`src/rtl/shp_regs.vh`:
```
/*
  constants for the serial peripheral host port: register offsets, fields,
  reset values and timing counts.
  assumes inclusion by bare name from design files under rtl/.
*/
`ifndef SHP_REGS_VH
`define SHP_REGS_VH

// ****************************************************************
// register byte offsets
// ****************************************************************
`define SHP_OFF_PINCFG   8'h00
`define SHP_OFF_MODE     8'h04
`define SHP_OFF_STATUS   8'h08
`define SHP_OFF_TXDATA   8'h0C
`define SHP_OFF_RXDATA   8'h10

// ****************************************************************
// pin configuration fields
// ****************************************************************
`define SHP_PC_MISO      0
`define SHP_PC_MOSI      1
`define SHP_PC_SEL       2
`define SHP_PC_CLK       3
`define SHP_PC_ATTN      4
`define SHP_PC_PULLUP    5
`define SHP_PINCFG_RST   6'h3F

// ****************************************************************
// mode fields
// ****************************************************************
`define SHP_MD_FRAME_LSB 0
`define SHP_MD_FRAME_MSB 1
`define SHP_MD_PASS      2
`define SHP_MODE_RST     3'h1
`define SHP_FRAME_FORCED 2'h1

// ****************************************************************
// status fields
// ****************************************************************
`define SHP_ST_TXFULL    0
`define SHP_ST_RXVALID   1
`define SHP_ST_SELECTED  2
`define SHP_ST_PENDING   3
`define SHP_ST_ACTIVE    4

// ****************************************************************
// timing
// ****************************************************************
`define SHP_SCK_MAX_KHZ  3500
`define SHP_CLK_MHZ      250

`endif

```
`src/rtl/shp_sync.v`:
```
/*
  two-stage synchroniser for a bundle of asynchronous pin levels.
  assumes the inputs come from outside the core clock domain.
*/
`timescale 1ns/1ps

module shp_sync #(
  parameter WIDTH = 1,
  parameter RESET_VAL = 1'b0
) (
  // clock and reset
  input  wire             clk,
  input  wire             rst_n,
  // levels
  input  wire [WIDTH-1:0] d,
  output wire [WIDTH-1:0] q
);

  reg [WIDTH-1:0] meta_q;
  reg [WIDTH-1:0] sync_q;

  // first stage feeds only the second stage
  always @(posedge clk or negedge rst_n) begin
    if (!rst_n) begin
      meta_q <= {WIDTH{RESET_VAL}};
      sync_q <= {WIDTH{RESET_VAL}};
    end else begin
      meta_q <= d;
      sync_q <= meta_q;
    end
  end

  assign q = sync_q;

endmodule

```
`src/rtl/shp_host_port.v`:
```
/*
  serial peripheral slave host port with attention output, AXI4-Lite
  register access for queued transmit bytes and received bytes.
  assumes an external mode-0 master clocking the link below 3.5 MHz and
  a pad ring that resolves the data-out wire from its enable.
*/
// Decided for this implementation: the AXI4-Lite interface to the registers and the register addresses.
// How it works
// - slave only; clock and transfer start come from the master.
// - each byte shifts most significant bit first on both lines.
// - mode 0, clock idles low, both lines sampled on rising edge.
// - attention asserts while outbound bytes are queued, until all clocked out; the code asserts it only while all four link pin enables are set.
// - attention is active low and always driven when configured.
// - selected and clocked, one outbound bit per serial clock cycle.
// - data-out is released whenever select is high.
// - data-in, select and clock pins are inputs; each pin has own enable.
// - input pull-ups on after reset, disabled by the pull-up setting.
// - framed mode without escaping forced regardless of the frame setting.
// - transparent pass-through unavailable on this port.
// - every byte moves both ways; validity comes from framing only.
// - valid output may start at any byte boundary, even mid incoming frame.
// - both sides keep pace with the byte stream.
// - empty buffer repeats the last valid bit on data-out.
// - select rising edge releases data-out at once.
`timescale 1ns/1ps
`include "shp_regs.vh"

module shp_host_port (
  // clock and reset
  input  wire        core_clk,
  input  wire        rst_n,
  // axi4-lite write address
  input  wire [7:0]  s_axi_awaddr,
  input  wire        s_axi_awvalid,
  output wire        s_axi_awready,
  // axi4-lite write data
  input  wire [31:0] s_axi_wdata,
  input  wire [3:0]  s_axi_wstrb,
  input  wire        s_axi_wvalid,
  output wire        s_axi_wready,
  // axi4-lite write response
  output reg  [1:0]  s_axi_bresp,
  output reg         s_axi_bvalid,
  input  wire        s_axi_bready,
  // axi4-lite read address
  input  wire [7:0]  s_axi_araddr,
  input  wire        s_axi_arvalid,
  output wire        s_axi_arready,
  // axi4-lite read data
  output reg  [31:0] s_axi_rdata,
  output reg  [1:0]  s_axi_rresp,
  output reg         s_axi_rvalid,
  input  wire        s_axi_rready,
  // serial link pins
  input  wire        spi_sck,
  input  wire        spi_sel_n,
  input  wire        spi_mosi,
  output wire        spi_miso_o,
  output wire        spi_miso_oe,
  output wire        attention_request_n,
  output wire        attention_oe,
  // pad pull-up enables for sck, sel_n and mosi
  output wire [2:0]  pullup_en
);

  // ****************************************************************
  // reset release
  // ****************************************************************
  reg rst_m_q;
  reg rst_s_q;
  always @(posedge core_clk or negedge rst_n) begin
    if (!rst_n) begin
      rst_m_q <= 1'b0;
      rst_s_q <= 1'b0;
    end else begin
      rst_m_q <= 1'b1;
      rst_s_q <= rst_m_q;
    end
  end
  wire srst_n = rst_s_q;

  // ****************************************************************
  // registers
  // ****************************************************************
  reg  [5:0] pincfg_q;
  reg  [2:0] mode_q;
  reg  [7:0] tx_hold_q;
  reg        tx_full_q;
  reg  [7:0] rx_hold_q;
  reg        rx_valid_q;

  wire miso_en = pincfg_q[`SHP_PC_MISO];
  wire mosi_en = pincfg_q[`SHP_PC_MOSI];
  wire sel_en  = pincfg_q[`SHP_PC_SEL];
  wire clk_en  = pincfg_q[`SHP_PC_CLK];
  wire attn_en = pincfg_q[`SHP_PC_ATTN];
  wire port_on = miso_en & mosi_en & sel_en & clk_en;

  // ****************************************************************
  // pin synchronisation
  // ****************************************************************
  wire [2:0] pins_s;
  // select, clock and data-in are only ever sampled as inputs
  shp_sync #(
    .WIDTH     (3),
    .RESET_VAL (1'b0)
  ) u_sync (
    .clk   (core_clk),
    .rst_n (srst_n),
    .d     ({spi_sck, ~spi_sel_n, spi_mosi}),
    .q     (pins_s)
  );
  // disabled pins read as idle
  wire sck_s = pins_s[2] & clk_en;
  wire sel_s = pins_s[1] & sel_en;
  wire din_s = pins_s[0] & mosi_en;

  reg sck_d1_q;
  always @(posedge core_clk or negedge srst_n) begin
    if (!srst_n) begin
      sck_d1_q <= 1'b0;
    end else begin
      sck_d1_q <= sck_s;
    end
  end
  // sample on rising edge, shift on falling edge
  wire sck_rise = sel_s & sck_s & ~sck_d1_q;
  wire sck_fall = sel_s & ~sck_s & sck_d1_q;

  // ****************************************************************
  // shift engine
  // ****************************************************************
  // the engine advances on master clock edges, and loads a queued byte while deselected
  reg  [2:0] bit_cnt_q;
  reg  [7:0] rx_sh_q;
  reg  [7:0] tx_sh_q;
  reg        tx_live_q;
  reg        miso_q;
  wire       byte_done = sck_rise & (bit_cnt_q == 3'h7);
  wire       tx_load   = ~sel_s | (sck_fall & (bit_cnt_q == 3'h0));

  always @(posedge core_clk or negedge srst_n) begin
    if (!srst_n) begin
      bit_cnt_q <= 3'h0;
      rx_sh_q   <= 8'h00;
      tx_sh_q   <= 8'h00;
      tx_live_q <= 1'b0;
      miso_q    <= 1'b0;
    end else if (!sel_s) begin
      bit_cnt_q <= 3'h0;
      if (!tx_live_q && tx_full_q) begin
        tx_sh_q   <= tx_hold_q;
        tx_live_q <= 1'b1;
        miso_q    <= tx_hold_q[7];
      end
    end else begin
      if (sck_rise) begin
        rx_sh_q   <= {rx_sh_q[6:0], din_s};
        bit_cnt_q <= bit_cnt_q + 3'h1;
        if (byte_done)
          tx_live_q <= 1'b0;
      end
      if (sck_fall) begin
        if (bit_cnt_q == 3'h0) begin
          // a new byte may start at any byte boundary
          if (tx_full_q && !tx_live_q) begin
            tx_sh_q   <= tx_hold_q;
            tx_live_q <= 1'b1;
            miso_q    <= tx_hold_q[7];
          end
          // nothing queued: last bit is held
        end else if (tx_live_q) begin
          tx_sh_q <= {tx_sh_q[6:0], 1'b0};
          miso_q  <= tx_sh_q[6];
        end
      end
    end
  end

  // released as soon as select reads high
  assign spi_miso_oe = sel_s & ~spi_sel_n & miso_en & port_on;
  assign spi_miso_o  = miso_q;

  // driven low while anything is queued or still shifting and all four link pin enables are set
  wire pending = tx_full_q | tx_live_q;
  assign attention_request_n = ~(pending & port_on);
  assign attention_oe        = attn_en;
  assign pullup_en = {3{pincfg_q[`SHP_PC_PULLUP]}};

  // ****************************************************************
  // axi4-lite slave
  // ****************************************************************
  reg        aw_got_q;
  reg [7:0]  aw_addr_q;
  reg        w_got_q;
  reg [31:0] w_data_q;
  reg [3:0]  w_strb_q;

  assign s_axi_awready = ~aw_got_q & ~s_axi_bvalid;
  assign s_axi_wready  = ~w_got_q & ~s_axi_bvalid;
  assign s_axi_arready = ~s_axi_rvalid;

  wire do_write = aw_got_q & w_got_q & ~s_axi_bvalid;
  wire rd_take  = s_axi_arvalid & ~s_axi_rvalid;
  wire rx_rd    = rd_take & (s_axi_araddr == `SHP_OFF_RXDATA);
  // hold register hands over to the shifter
  wire tx_move  = tx_full_q & ~tx_live_q & (~sel_s | (sck_fall & (bit_cnt_q == 3'h0)));

  always @(posedge core_clk or negedge srst_n) begin
    if (!srst_n) begin
      aw_got_q     <= 1'b0;
      aw_addr_q    <= 8'h00;
      w_got_q      <= 1'b0;
      w_data_q     <= 32'h00000000;
      w_strb_q     <= 4'h0;
      s_axi_bvalid <= 1'b0;
      s_axi_bresp  <= 2'h0;
      pincfg_q     <= `SHP_PINCFG_RST;
      mode_q       <= `SHP_MODE_RST;
      tx_hold_q    <= 8'h00;
      tx_full_q    <= 1'b0;
    end else begin
      if (s_axi_awvalid && s_axi_awready) begin
        aw_got_q  <= 1'b1;
        aw_addr_q <= s_axi_awaddr;
      end
      if (s_axi_wvalid && s_axi_wready) begin
        w_got_q  <= 1'b1;
        w_data_q <= s_axi_wdata;
        w_strb_q <= s_axi_wstrb;
      end
      if (tx_move)
        tx_full_q <= 1'b0;
      if (do_write) begin
        aw_got_q     <= 1'b0;
        w_got_q      <= 1'b0;
        s_axi_bvalid <= 1'b1;
        s_axi_bresp  <= 2'h0;
        case (aw_addr_q)
          `SHP_OFF_PINCFG: begin
            if (w_strb_q[0])
              pincfg_q <= w_data_q[5:0];
          end
          `SHP_OFF_MODE: begin
            if (w_strb_q[0])
              mode_q <= w_data_q[2:0];
          end
          `SHP_OFF_TXDATA: begin
            // a write into a full holder is dropped and answered slverr, unless the holder hands over in that same cycle
            if (tx_full_q && !tx_move)
              s_axi_bresp <= 2'h2;
            else if (w_strb_q[0]) begin
              tx_hold_q <= w_data_q[7:0];
              tx_full_q <= 1'b1;
            end
          end
          `SHP_OFF_STATUS, `SHP_OFF_RXDATA: begin
            s_axi_bresp <= 2'h0;
          end
          default: begin
            s_axi_bresp <= 2'h3;
          end
        endcase
      end else if (s_axi_bvalid && s_axi_bready) begin
        s_axi_bvalid <= 1'b0;
      end
    end
  end

  // frame setting is kept but the port always runs framed
  wire [1:0] frame_eff = `SHP_FRAME_FORCED;
  wire       pass_eff  = 1'b0;

  // every received byte is posted; framing is judged above
  always @(posedge core_clk or negedge srst_n) begin
    if (!srst_n) begin
      rx_hold_q  <= 8'h00;
      rx_valid_q <= 1'b0;
    end else begin
      if (rx_rd)
        rx_valid_q <= 1'b0;
      if (byte_done) begin
        rx_hold_q  <= {rx_sh_q[6:0], din_s};
        rx_valid_q <= 1'b1;  // set wins over the read clear
      end
    end
  end

  always @(posedge core_clk or negedge srst_n) begin
    if (!srst_n) begin
      s_axi_rvalid <= 1'b0;
      s_axi_rdata  <= 32'h00000000;
      s_axi_rresp  <= 2'h0;
    end else if (rd_take) begin
      s_axi_rvalid <= 1'b1;
      s_axi_rresp  <= 2'h0;
      case (s_axi_araddr)
        `SHP_OFF_PINCFG: s_axi_rdata <= {26'h0000000, pincfg_q};
        `SHP_OFF_MODE:   s_axi_rdata <= {29'h00000000, pass_eff, frame_eff};
        `SHP_OFF_STATUS: s_axi_rdata <= {27'h0000000, port_on, pending, sel_s,
                                         rx_valid_q, tx_full_q};
        `SHP_OFF_TXDATA: s_axi_rdata <= {24'h000000, tx_hold_q};
        `SHP_OFF_RXDATA: s_axi_rdata <= {24'h000000, rx_hold_q};
        default: begin
          s_axi_rdata <= 32'h00000000;
          s_axi_rresp <= 2'h3;
        end
      endcase
    end else if (s_axi_rvalid && s_axi_rready) begin
      s_axi_rvalid <= 1'b0;
    end
  end

  // stored frame setting is never read back; this only keeps mode_q from reading as unused
  wire unused_mode = mode_q[0] ^ mode_q[1] ^ mode_q[2] ^ (`SHP_SCK_MAX_KHZ == 0);

endmodule

```
`config.mk`:
```
export PLATFORM = sky130hd
export DESIGN_NAME = shp_host_port
export DESIGN_NICKNAME = d
export VERILOG_FILES = /design/src/rtl/shp_sync.v /design/src/rtl/shp_host_port.v
export VERILOG_INCLUDE_DIRS = /design/src /design/src/rtl
export SDC_FILE = /design/constraint.sdc
export NUM_CORES = 1
export LEC_CHECK = 0
export BUFFER_PORTS_ARGS = -buffer_cell sky130_fd_sc_hd__buf_4
export CAP_MARGIN = 20
export CORE_ASPECT_RATIO = 2
export CORE_UTILIZATION = 30
export CTS_BUF_LIST = sky130_fd_sc_hd__clkbuf_8
export DETAILED_ROUTE_END_ITERATION = 10
export PLACE_DENSITY = 0.64
export SLEW_MARGIN = 20
export SYNTH_ARGS = -nofsm -noshare
export SYNTH_HDL_FRONTEND = slang
export SYNTH_HIERARCHICAL = 1
export SYNTH_SLANG_ARGS = --single-unit
```
`constraint.sdc`:
```
create_clock -name core_clk -period 2.5 [get_ports core_clk]
set_clock_uncertainty 0.2 [all_clocks]
set_input_delay 0 -clock core_clk [delete_from_list [all_inputs] [get_ports core_clk]]
set_output_delay 0 -clock core_clk [all_outputs]
set_load 0.02 [all_outputs]
```
Yosys cells after proc, flatten, opt, wreduce, memory -nomap -nowiden
Index checks and enable logic that the tools add are counted.

Register bits: 110. Bits in latches: 0. Memory bits (writable): 0. ROM bits: 0. Input bits: 62. Output and inout bits: 48. Word-level logic and storage cells: 136. Memories kept: 0.

Add/sub/neg operators: 1. Multiply operators: 0. Divide/modulo/power cells: 0. $lt $le $gt $ge: 0. Equality and inequality tests: 12. Shifts and indexed selects: 0. Multiplexer cells: 38. Bitwise gates (word level): 37. Reductions and logical operators: 23.

Operators by type and width (count): $mux 8 (5); $pmux 8 s5 (1); $eq 8x4->1 const B (4); $mux 1 (27); $and 1x1->1 (24); $eq 8x3->1 const B (2); $eq 8x5->1 const B (2); $logic_not 8->1 (2); $reduce_bool 2->1 (6); $not 1->1 (11); $logic_and 1x1->1 (6); $mux 3 (2); $reduce_or 5->1 (1); $mux 2 (2); $ne 2x1->1 const B (2); $pmux 2 s2 (1); $reduce_and 2->1 (2); $reduce_and 4->1 (1); $reduce_or 4->1 (1); $add 3x1->3 const B (1); $eq 3x3->1 const B (1); $logic_not 3->1 (1); $ne 3x1->1 const B (1); $reduce_and 3->1 (1); 2 further kinds (4).

Longest topological paths before layout
Gate-level depths: netlist of the first run.

Depth in word-level cells: 12. Depth in mapped cells: 7. Gate-level depth less buffers: 6.

Cells and area by module
The synthesis of the first run kept the hierarchy.

By module, submodules not included: shp_host_port (instances 1, cells an instance 322, area each 3711.1 µm², sequential area each 1959.4 µm²); shp_sync (instances 1, cells an instance 6, area each 150.1 µm², sequential area each 150.1 µm²).

Worst setup path after synthesis of the first run
No wires, ideal clock.

Kind: reg2reg. Start point: register aw_addr_q[0]. End point: register pincfg_q[0]. Setup time: 0.082 ns. Arrival time: 1.756 ns. Data required time: 2.218 ns. Path slack: 0.461 ns. Cell stages (with the launch flop): 6. Path buffers: 1. Clock period less this slack: 2.039 ns. Path through: dfrtp_1 > or4_4 > nor4_4 > and3_2 > buf_6 > mux2_2.

Cells in the longest elaborated chain, start to end: 2.

Ends and longest elaborated chain: from (decl) (line shp_host_port.v:194) `reg [7:0] aw_addr_q;`; from (signal assigned) (line shp_host_port.v:225) `aw_addr_q <= s_axi_awaddr;`; $logic_not 8->1 (line shp_host_port.v:239) `case (aw_addr_q)`; $reduce_and 3->1 (no line); to (signal assigned) (line shp_host_port.v:218) `` pincfg_q <= `SHP_PINCFG_RST; ``; to (signal assigned) (line shp_host_port.v:242) `pincfg_q <= w_data_q[5:0];`; to (decl) (line shp_host_port.v:85) `reg [5:0] pincfg_q;`.

Every way passes these cells. A chain may end at the register's enable or synchronous reset.

Worst setup path in the final report of the first run
Start point: input port s_axi_araddr[0]. End point: register s_axi_rdata[4].

Cells in the longest elaborated chain, start to end: 2. Elaborated cells between the ends (all ways): 6. Those cells by class: eq/ne: 4; mux: 1; reduce/logical: 1.

Ends and longest elaborated chain: from (decl) (line shp_host_port.v:46) `input wire [7:0] s_axi_araddr,`; $eq 8x5->1, or another cell as far along (line shp_host_port.v:297) `case (s_axi_araddr)`; $pmux 8 s5 * (line shp_host_port.v:297); to (signal assigned) (line shp_host_port.v:298) `` `SHP_OFF_PINCFG: s_axi_rdata <= {26'h0000000, pincfg_q}; ``; to (signal assigned) (line shp_host_port.v:299) `` `SHP_OFF_MODE: s_axi_rdata <= {29'h00000000, pass_eff, frame_eff}; ``; to (signal assigned) (line shp_host_port.v:300) `` `SHP_OFF_STATUS: s_axi_rdata <= {27'h0000000, port_on, pending, sel_s, ``; to (decl) (line shp_host_port.v:50) `output reg [31:0] s_axi_rdata,`.

Every way passes the cells marked *; elsewhere a longest branch is shown, timed or not.

==> reports/results.ini, run 1 <==
[die]
initial_core_util=0.3076
io_pins=110
die_width_um=82.22
placeableCoreArea_um2=12550
row_count=58
die_y_um=162.4
floorplan.die_area_um2=13360

[timing]
setup_violations=0
final.min_clock_period_ps=2365
timing.fmax_ghz=0.4229
hold_violations=0
fin_hold_ws_ps=17.64
final_min_period_over_clock_period=0.9460
setup_repair_after_global_routing_missed_its_margin=false
slew_headroom=0.6148
timing.final.max_slew_violations=0
tns_ps=0
worst_pin_slew_ps=573.9

[finish]
nets=487
antenna_cells=0
number_of_fillers_in_the_final_layout=1244
layout-area-overhead-vs-synth_pct=27.41
fin_util=0.3919
drive_above_1_share=0.3138

[synth]
netlist_top_cells_area=dfrtp_1 51%, mux2_2 13%, buf_4 5.4%, dfstp_2 4.1%, o21ai_0 2.5%
syn_area_per_cell_um2=11.77
cell_with_the_most_instances_after_synthesis=dfrtp_1
post_synth_num_cell_types=48
ys.warnings.count=6
synth_edf_count=0
synth_common_cells=78 x dfrtp_1, 43 x mux2_2, 28 x buf_4
number_of_synthesized_register_bits=84
synth_top_area_frac=0.5055
dominantRegCellSynth=dfrtp_1
synthesis.area_um2=3861
syn_inst=328
synth_async_sr_flop_share=1.000
synth.largest_area_cell=dfrtp_1
seq_area_frac_synth=0.5463

[flow_run]
maxCapViolCount=0

[worst_setup_path]
worst_ep_required_time_ps=2610
critical_path_cell_by_cell=dlygate4sd3_1 > buf_4 > or4_4 > dlygate4sd3_1 > nor4b_2 > a22o_1 > a21o_1
critical_path.max_stage_delay_ps=620
worstPathArrival_ps=2480
worstSetupEndpointType=flop
timing.critical_path.fanout_max=4
startpoint_type=input pin
worst_path_max_delay_cell=dlygate4sd3_1
critPathTopFamily=buffers and inverters
crit_path_frequent_cell=dlygate4sd3_1
count_of_buffering_cells_on_the_critical_path_with_inverters_included=3
criticalPathCategory=in2reg

[power_and_ir_drop]
sw_frac_of_total=0.2972
internal_power_mw=2.466
p_sw_mw=1.043
seqPwrFrac=0.516
pwr-share-clk=0.274
power.density_nw_per_um2=713.4
irDropWorstVdd_mv=0.5067
power_frac_comb=0.210
total_leakage_power_nw=2.286

[drt]
routed_wirelength_normalized_by_instance_count_um=14.39
drt-pass1-iter-count=4
drt-initial-drc-count=169
post_drt_via_cell_ratio=4.714
ant_nets=0
detail_route.drc_violations=0
detailroute.via_count=2720
drt_wl_total_um=8304

[placed_design]
gp_congestion=0.8375
port_buffers=58
dp_hpwl_um=6113

[clock_tree]
cts.htree.levels=3
cts_max_path_buffers=2
cts_root_buf=clkbuf_8
clkSinkCount=84
cts_tree=yes
cts_bufs_inserted=9
cts.repair.resized=0
cts.clk_slew.worst_paths_ps=80
clock_insertion_delay_worst_skew_ps=370

[grt]
grt_pass1_wl_um=13880
grt_busiest_layer=met2
maximum_number_of_pins_on_one_net_before_global_route_repair=44
grt_antenna_before_repair=0
met2_usage=0.2442
track_usage=0.1423
remaining_global_route_overflow=0
grt_pass1_vias=2782
global_route_met1_utilization=0.1498
global_route.usage.met3=0.02633

[worst_hold_path]
worstHoldPathType=in2reg

[outcome]
outcome=complete, no violations

==> flip-flops by register name, indices dropped and copies added (netlist names), 6 cells and up <==
signal	cells
aw_addr_q	8
pincfg_q	6
rx_hold_q	8
rx_sh_q	7
s_axi_rdata	8
tx_hold_q	8
tx_sh_q	7
w_data_q	8
==> worst min-delay path: cells and delay by family <==
family	cells	cell delay, ps
buffers and inverters	1	80
AND/OR/NAND/NOR	3	470
==> metrics by stage <==
step	std cells	setup slack (ps)	power, mW	instance area, µm²
floorplan	351	461.4	2.311	3949
global placement	524	353.6	2.512	4354
detailed placement	524	313.8	2.546	4354
CTS	577	125.8	3.561	4920
global route	577	37.00	3.712	4920
finish	577	135.1	3.510	4920
==> cells by family (layout without fill, tap and decap cells) <==
| logic type | after synthesis | after routing | share of synthesized area |
|---|---|---|---|
| other | 2 | 25 | 0.001945 |
| muxes | 48 | 48 | 0.1384 |
| DFF | 84 | 84 | 0.5463 |
| and+or+nand+nor | 79 | 79 | 0.1189 |
| xor gates and xnor gates | 1 | 1 | 0.002269 |
| AOI/OAI and AO/OA | 61 | 61 | 0.1047 |
| buffers and inverters | 50 | 126 | 0.07777 |
| adders and majority gates | 3 | 3 | 0.009722 |
==> final timing paths <==
kind / startpoint / to / slack [ps] / cells after the start
max: s_axi_araddr[0] / s_axi_rdata[4]$_DFFE_PN0P_ / 140 / 7
min: s_axi_arvalid / s_axi_rdata[1]$_DFFE_PN0P_ / 20 / 4
max reg2reg: tx_full_q$_DFF_PN0_ / s_axi_rdata[0]$_DFFE_PN0P_ / 310 / 6
min reg2reg: rst_s_q$_DFF_PN0_ / rx_sh_q[2]$_DFFE_PN0P_ / 110 / 0
max in group asynchronous: rst_s_q$_DFF_PN0_ / pincfg_q[3]$_DFFE_PN1P_ / 1290 / 1
min in group asynchronous: rst_s_q$_DFF_PN0_ / rx_sh_q[2]$_DFFE_PN0P_ / 110 / 0
==> area by class of cell <==
cell class                 count  area [µm²]  share of cell area
sequential                    84        2113              0.4296
clock buffer                  10       137.6             0.02798
tap                          150       187.7             0.03815
multi-input combinational    217        1538              0.3126
inverter                      12       45.04            0.009156
clock inverter                 6       57.56             0.01170
timing repair buffer          98       840.8              0.1709
==> routing by layer <==
| layer | routed length [µm] | vias to the layer above | part of all wire |
|---|---|---|---|
| met5 | 0 | - | 0 |
| met4 | 350 | 0 | 0.042 |
| met3 | 299 | 18 | 0.036 |
| met2 | 4447 | 93 | 0.54 |
| met1 | 3208 | 1316 | 0.39 |
| li1 | - | 1293 | - |
==> what timing repair did <==
item                                    CTS  global route
hold buffers                             37             0
buffers inserted                          0             0
hold endpoints to repair                 35             0
endpoints found under the setup margin    0             0
==> power groups by stage <==
stage / registers (mW) / logic [mW] / clock network (mW)
after floorplan: 1.80 / 0.507 / 0
after global placement: 1.83 / 0.684 / 0
after detailed placement: 1.84 / 0.704 / 0
after CTS: 1.81 / 0.751 / 0.996
after global routing: 1.85 / 0.813 / 1.05
final: 1.81 / 0.737 / 0.962
==> cells in the final DEF, fill, tap and decap left out, drive strengths merged, types with 2 or more instances in the layout <==
cell	synthesis	layout
clkinvlp	0	2
a22oi	4	4
nand2	22	22
o31ai	7	7
nand3	5	5
dfrtp	78	78
dfstp	6	6
or3	7	7
dlygate4sd3	0	37
mux2i	5	5
nor4b	2	2
nand2b	2	2
a21o	5	5
and3b	2	2
ha	3	3
clkbuf	9	10
a21oi	8	8
and2	4	4
or4	3	3
nor3b	3	3
nor2	15	15
nand3b	3	3
buf	29	61
and3	3	3
o21ai	20	20
nor3	4	4
a22o	3	3
conb	2	25
a2bb2oi	8	8
mux2	43	43
inv	12	14
No activity file was read; power rests on OpenSTA's default activity.
==> run 2, diff against run 1 <==
--- a/config.mk
+++ b/config.mk
@@ -12,7 +12,7 @@
 export CORE_UTILIZATION = 30
 export CTS_BUF_LIST = sky130_fd_sc_hd__clkbuf_8
 export DETAILED_ROUTE_END_ITERATION = 10
-export PLACE_DENSITY = 0.64
+export PLACE_DENSITY = 0.62
 export SLEW_MARGIN = 20
 export SYNTH_ARGS = -nofsm -noshare
 export SYNTH_HDL_FRONTEND = slang
==> constraint.sdc (replaced) <==
create_clock -name core_clk -period 2.35 [get_ports core_clk]
set_clock_uncertainty 0.2 [all_clocks]
set_input_delay 0 -clock core_clk [delete_from_list [all_inputs] [get_ports core_clk]]
set_output_delay 0 -clock core_clk [all_outputs]
set_load 0.02 [all_outputs]
==> reports/results.ini, run 2 (same netlist as run 1, synthesis figures left out) <==
[drt]
drt-initial-drc-count=150  ; -11%
detailroute.via_count=2762  ; +1.5%
post_drt_via_cell_ratio=4.729  ; +0.33%
dr_wl_met3_um=383  ; +28%
detail_route.drc_violations=0  ; unchanged
post_route_m1_wl_um=3086  ; -3.8%
drt_wl_total_um=8388  ; +1.0%
ant_nets=0  ; unchanged
top_layer=met4
route.met2.wl_um=4697  ; +5.6%
drt-pass1-iter-count=4  ; unchanged
routed_wirelength_normalized_by_instance_count_um=14.36  ; -0.20%

[power_and_ir_drop]
total_leakage_power_nw=2.326  ; +1.7%
power.density_nw_per_um2=735.8  ; +3.1%
irDropWorstVdd_mv=0.6319  ; +25%

[clock_tree]
clock_insertion_delay_worst_skew_ps=360  ; about the same
clkSinkCount=84  ; unchanged
cts_tree=yes
cts_root_buf=clkbuf_8
cts_max_path_buffers=2  ; unchanged
cts.clk_slew.worst_paths_ps=80  ; about the same
cts.htree.levels=3  ; unchanged
cts_bufs_inserted=9  ; unchanged

[worst_setup_path]
timing.critical_path.fanout_max=4  ; unchanged
worst_ep_required_time_ps=2460  ; -150 ps
critical_path_cell_by_cell=buf_4 > or4_4 > dlygate4sd3_1 > nor4b_2 > dlygate4sd3_1 > a22oi_1 > nand2_1
startpoint_type=input pin
critical_path.max_stage_delay_ps=630  ; about the same
worstSetupEndpointType=flop
worstPathArrival_ps=2390  ; -90 ps
count_of_buffering_cells_on_the_critical_path_with_inverters_included=3  ; unchanged
critPathTopFamily=buffers and inverters
worst_path_max_delay_cell=dlygate4sd3_1
criticalPathCategory=in2reg
crit_path_frequent_cell=dlygate4sd3_1

[grt]
track_usage=0.1405  ; -0.001805
grt_pass1_wl_um=13940  ; +0.50%
grt_antenna_before_repair=0  ; unchanged
remaining_global_route_overflow=0  ; unchanged
maximum_number_of_pins_on_one_net_before_global_route_repair=45  ; +2.3%
grt_pass1_vias=2872  ; +3.2%

[finish]
finish.cell_count_without_fillers=584  ; +1.2%
drive_above_1_share=0.3180  ; +0.004155
layout-area-overhead-vs-synth_pct=28.52
most-common-layout-cells=77 x dfrtp_1, 64 x buf_4, 43 x mux2_2
nets=494  ; +1.4%
mostFrequentLayoutCell=dfrtp_1
fin_util=0.3953  ; +0.003388
number_of_fillers_in_the_final_layout=1234  ; -0.80%
antenna_cells=0  ; unchanged

[placed_design]
dp_hpwl_um=6277  ; +2.7%
dpl_worst_slack_ps=171.5  ; -142.4 ps
port_buffers=58  ; unchanged
gp_congestion=0.8180  ; -2.3%
dp_cells=527  ; +0.57%

[die]
io_pins=110  ; unchanged
row_count=58  ; unchanged
die_width_um=82.22  ; unchanged
die_y_um=162.4  ; unchanged
placeableCoreArea_um2=12550  ; unchanged
initial_core_util=0.3076  ; unchanged
floorplan.die_area_um2=13360  ; unchanged

[timing]
final.setup.worst_slack_ps=61.96  ; -73.15 ps
timing.fmax_ghz=0.4371
timing.final.max_slew_violations=0  ; unchanged
setup_violations=0  ; unchanged
hold_violations=0  ; unchanged
slew_headroom=0.5866  ; -0.02821
final_min_period_over_clock_period=0.9736
final.min_clock_period_ps=2288
worst_pin_slew_ps=615.9  ; +42.03 ps
setup_repair_after_global_routing_missed_its_margin=true

[outcome]
outcome=complete, no violations

[flow_run]
maxCapViolCount=0  ; unchanged

[worst_hold_path]
worstHoldPathType=in2reg

==> run 2: routing by layer <==
layer / global-route usage / vias up
met2: 0.2506 / 89
met1: 0.1463 / 1356
met5: 0 / -
li1: - / 1304
met4: 0.07018 / 0
met3: 0.03585 / 13
==> run 2: stage by stage <==
| stage | hold slack (ps) | power (mW) | TNS, ps | instance area (µm²) |
|---|---|---|---|---|
| CTS | 89.94 | 3.691 | 0 | 4960 |
| finish | 90.80 | 3.651 | 0 | 4962 |
| detailed placement | -416.2 | 2.716 | 0 | 4377 |
| global route | 98.67 | 3.862 | -39.41 | 4962 |
| global placement | -416.7 | 2.678 | 0 | 4377 |
| floorplan | -495.6 | 2.459 | 0 | 3949 |
==> run 2: where the power goes <==
group	total, mW	switching (mW)	internal [mW]	leakage [nW]
Sequential	1.93	0.228	1.70	1.07
Clock	0.911	0.483	0.427	0.103
Combinational	0.813	0.381	0.432	1.15
==> run 2: cell type report <==
cell class | count | area (µm²) | area share
tap | 150 | 187.7 | 0.03782
timing repair buffer | 105 | 900.9 | 0.1815
sequential | 84 | 2113 | 0.4259
clock buffer | 11 | 151.4 | 0.03051
clock inverter | 5 | 21.27 | 0.004286
multi-input combinational | 217 | 1543 | 0.3109
inverter | 12 | 45.04 | 0.009077
==> run 2: worst paths after layout <==
kind                                          from                    endpoint  slack (ps)  cells past startpoint
setup / recovery                   s_axi_araddr[1]  s_axi_rdata[3]$_DFFE_PN0P_          60                      7
hold / removal                        s_axi_wvalid         w_got_q$_DFFE_PN0P_          90                      3
setup reg to reg           pincfg_q[3]$_DFFE_PN1P_    tx_hold_q[4]$_DFFE_PN0P_         170                      4
hold reg to reg                  rst_s_q$_DFF_PN0_    bit_cnt_q[2]$_DFFE_PN0P_         130                      0
max in group asynchronous        rst_s_q$_DFF_PN0_      tx_sh_q[3]$_DFFE_PN0P_        1220                      1
min in group asynchronous        rst_s_q$_DFF_PN0_    bit_cnt_q[2]$_DFFE_PN0P_         130                      0
==> run 2: worst reg2reg max path, stage by stage, from the launching register on <==
cell	delay (ps)
dfstp_2	620
a21boi_0	240
a311o_1	440
nand3_2	200
mux2_2	360
==> run 2: repair_timing <==
| action | CTS | global route |
|---|---|---|
| buffers inserted | 0 | 1 |
| hold endpoints to repair | 35 | 0 |
| setup endpoints to repair | 0 | 4 |
| hold buffers | 41 | 0 |
| resized for setup | 0 | 3 |
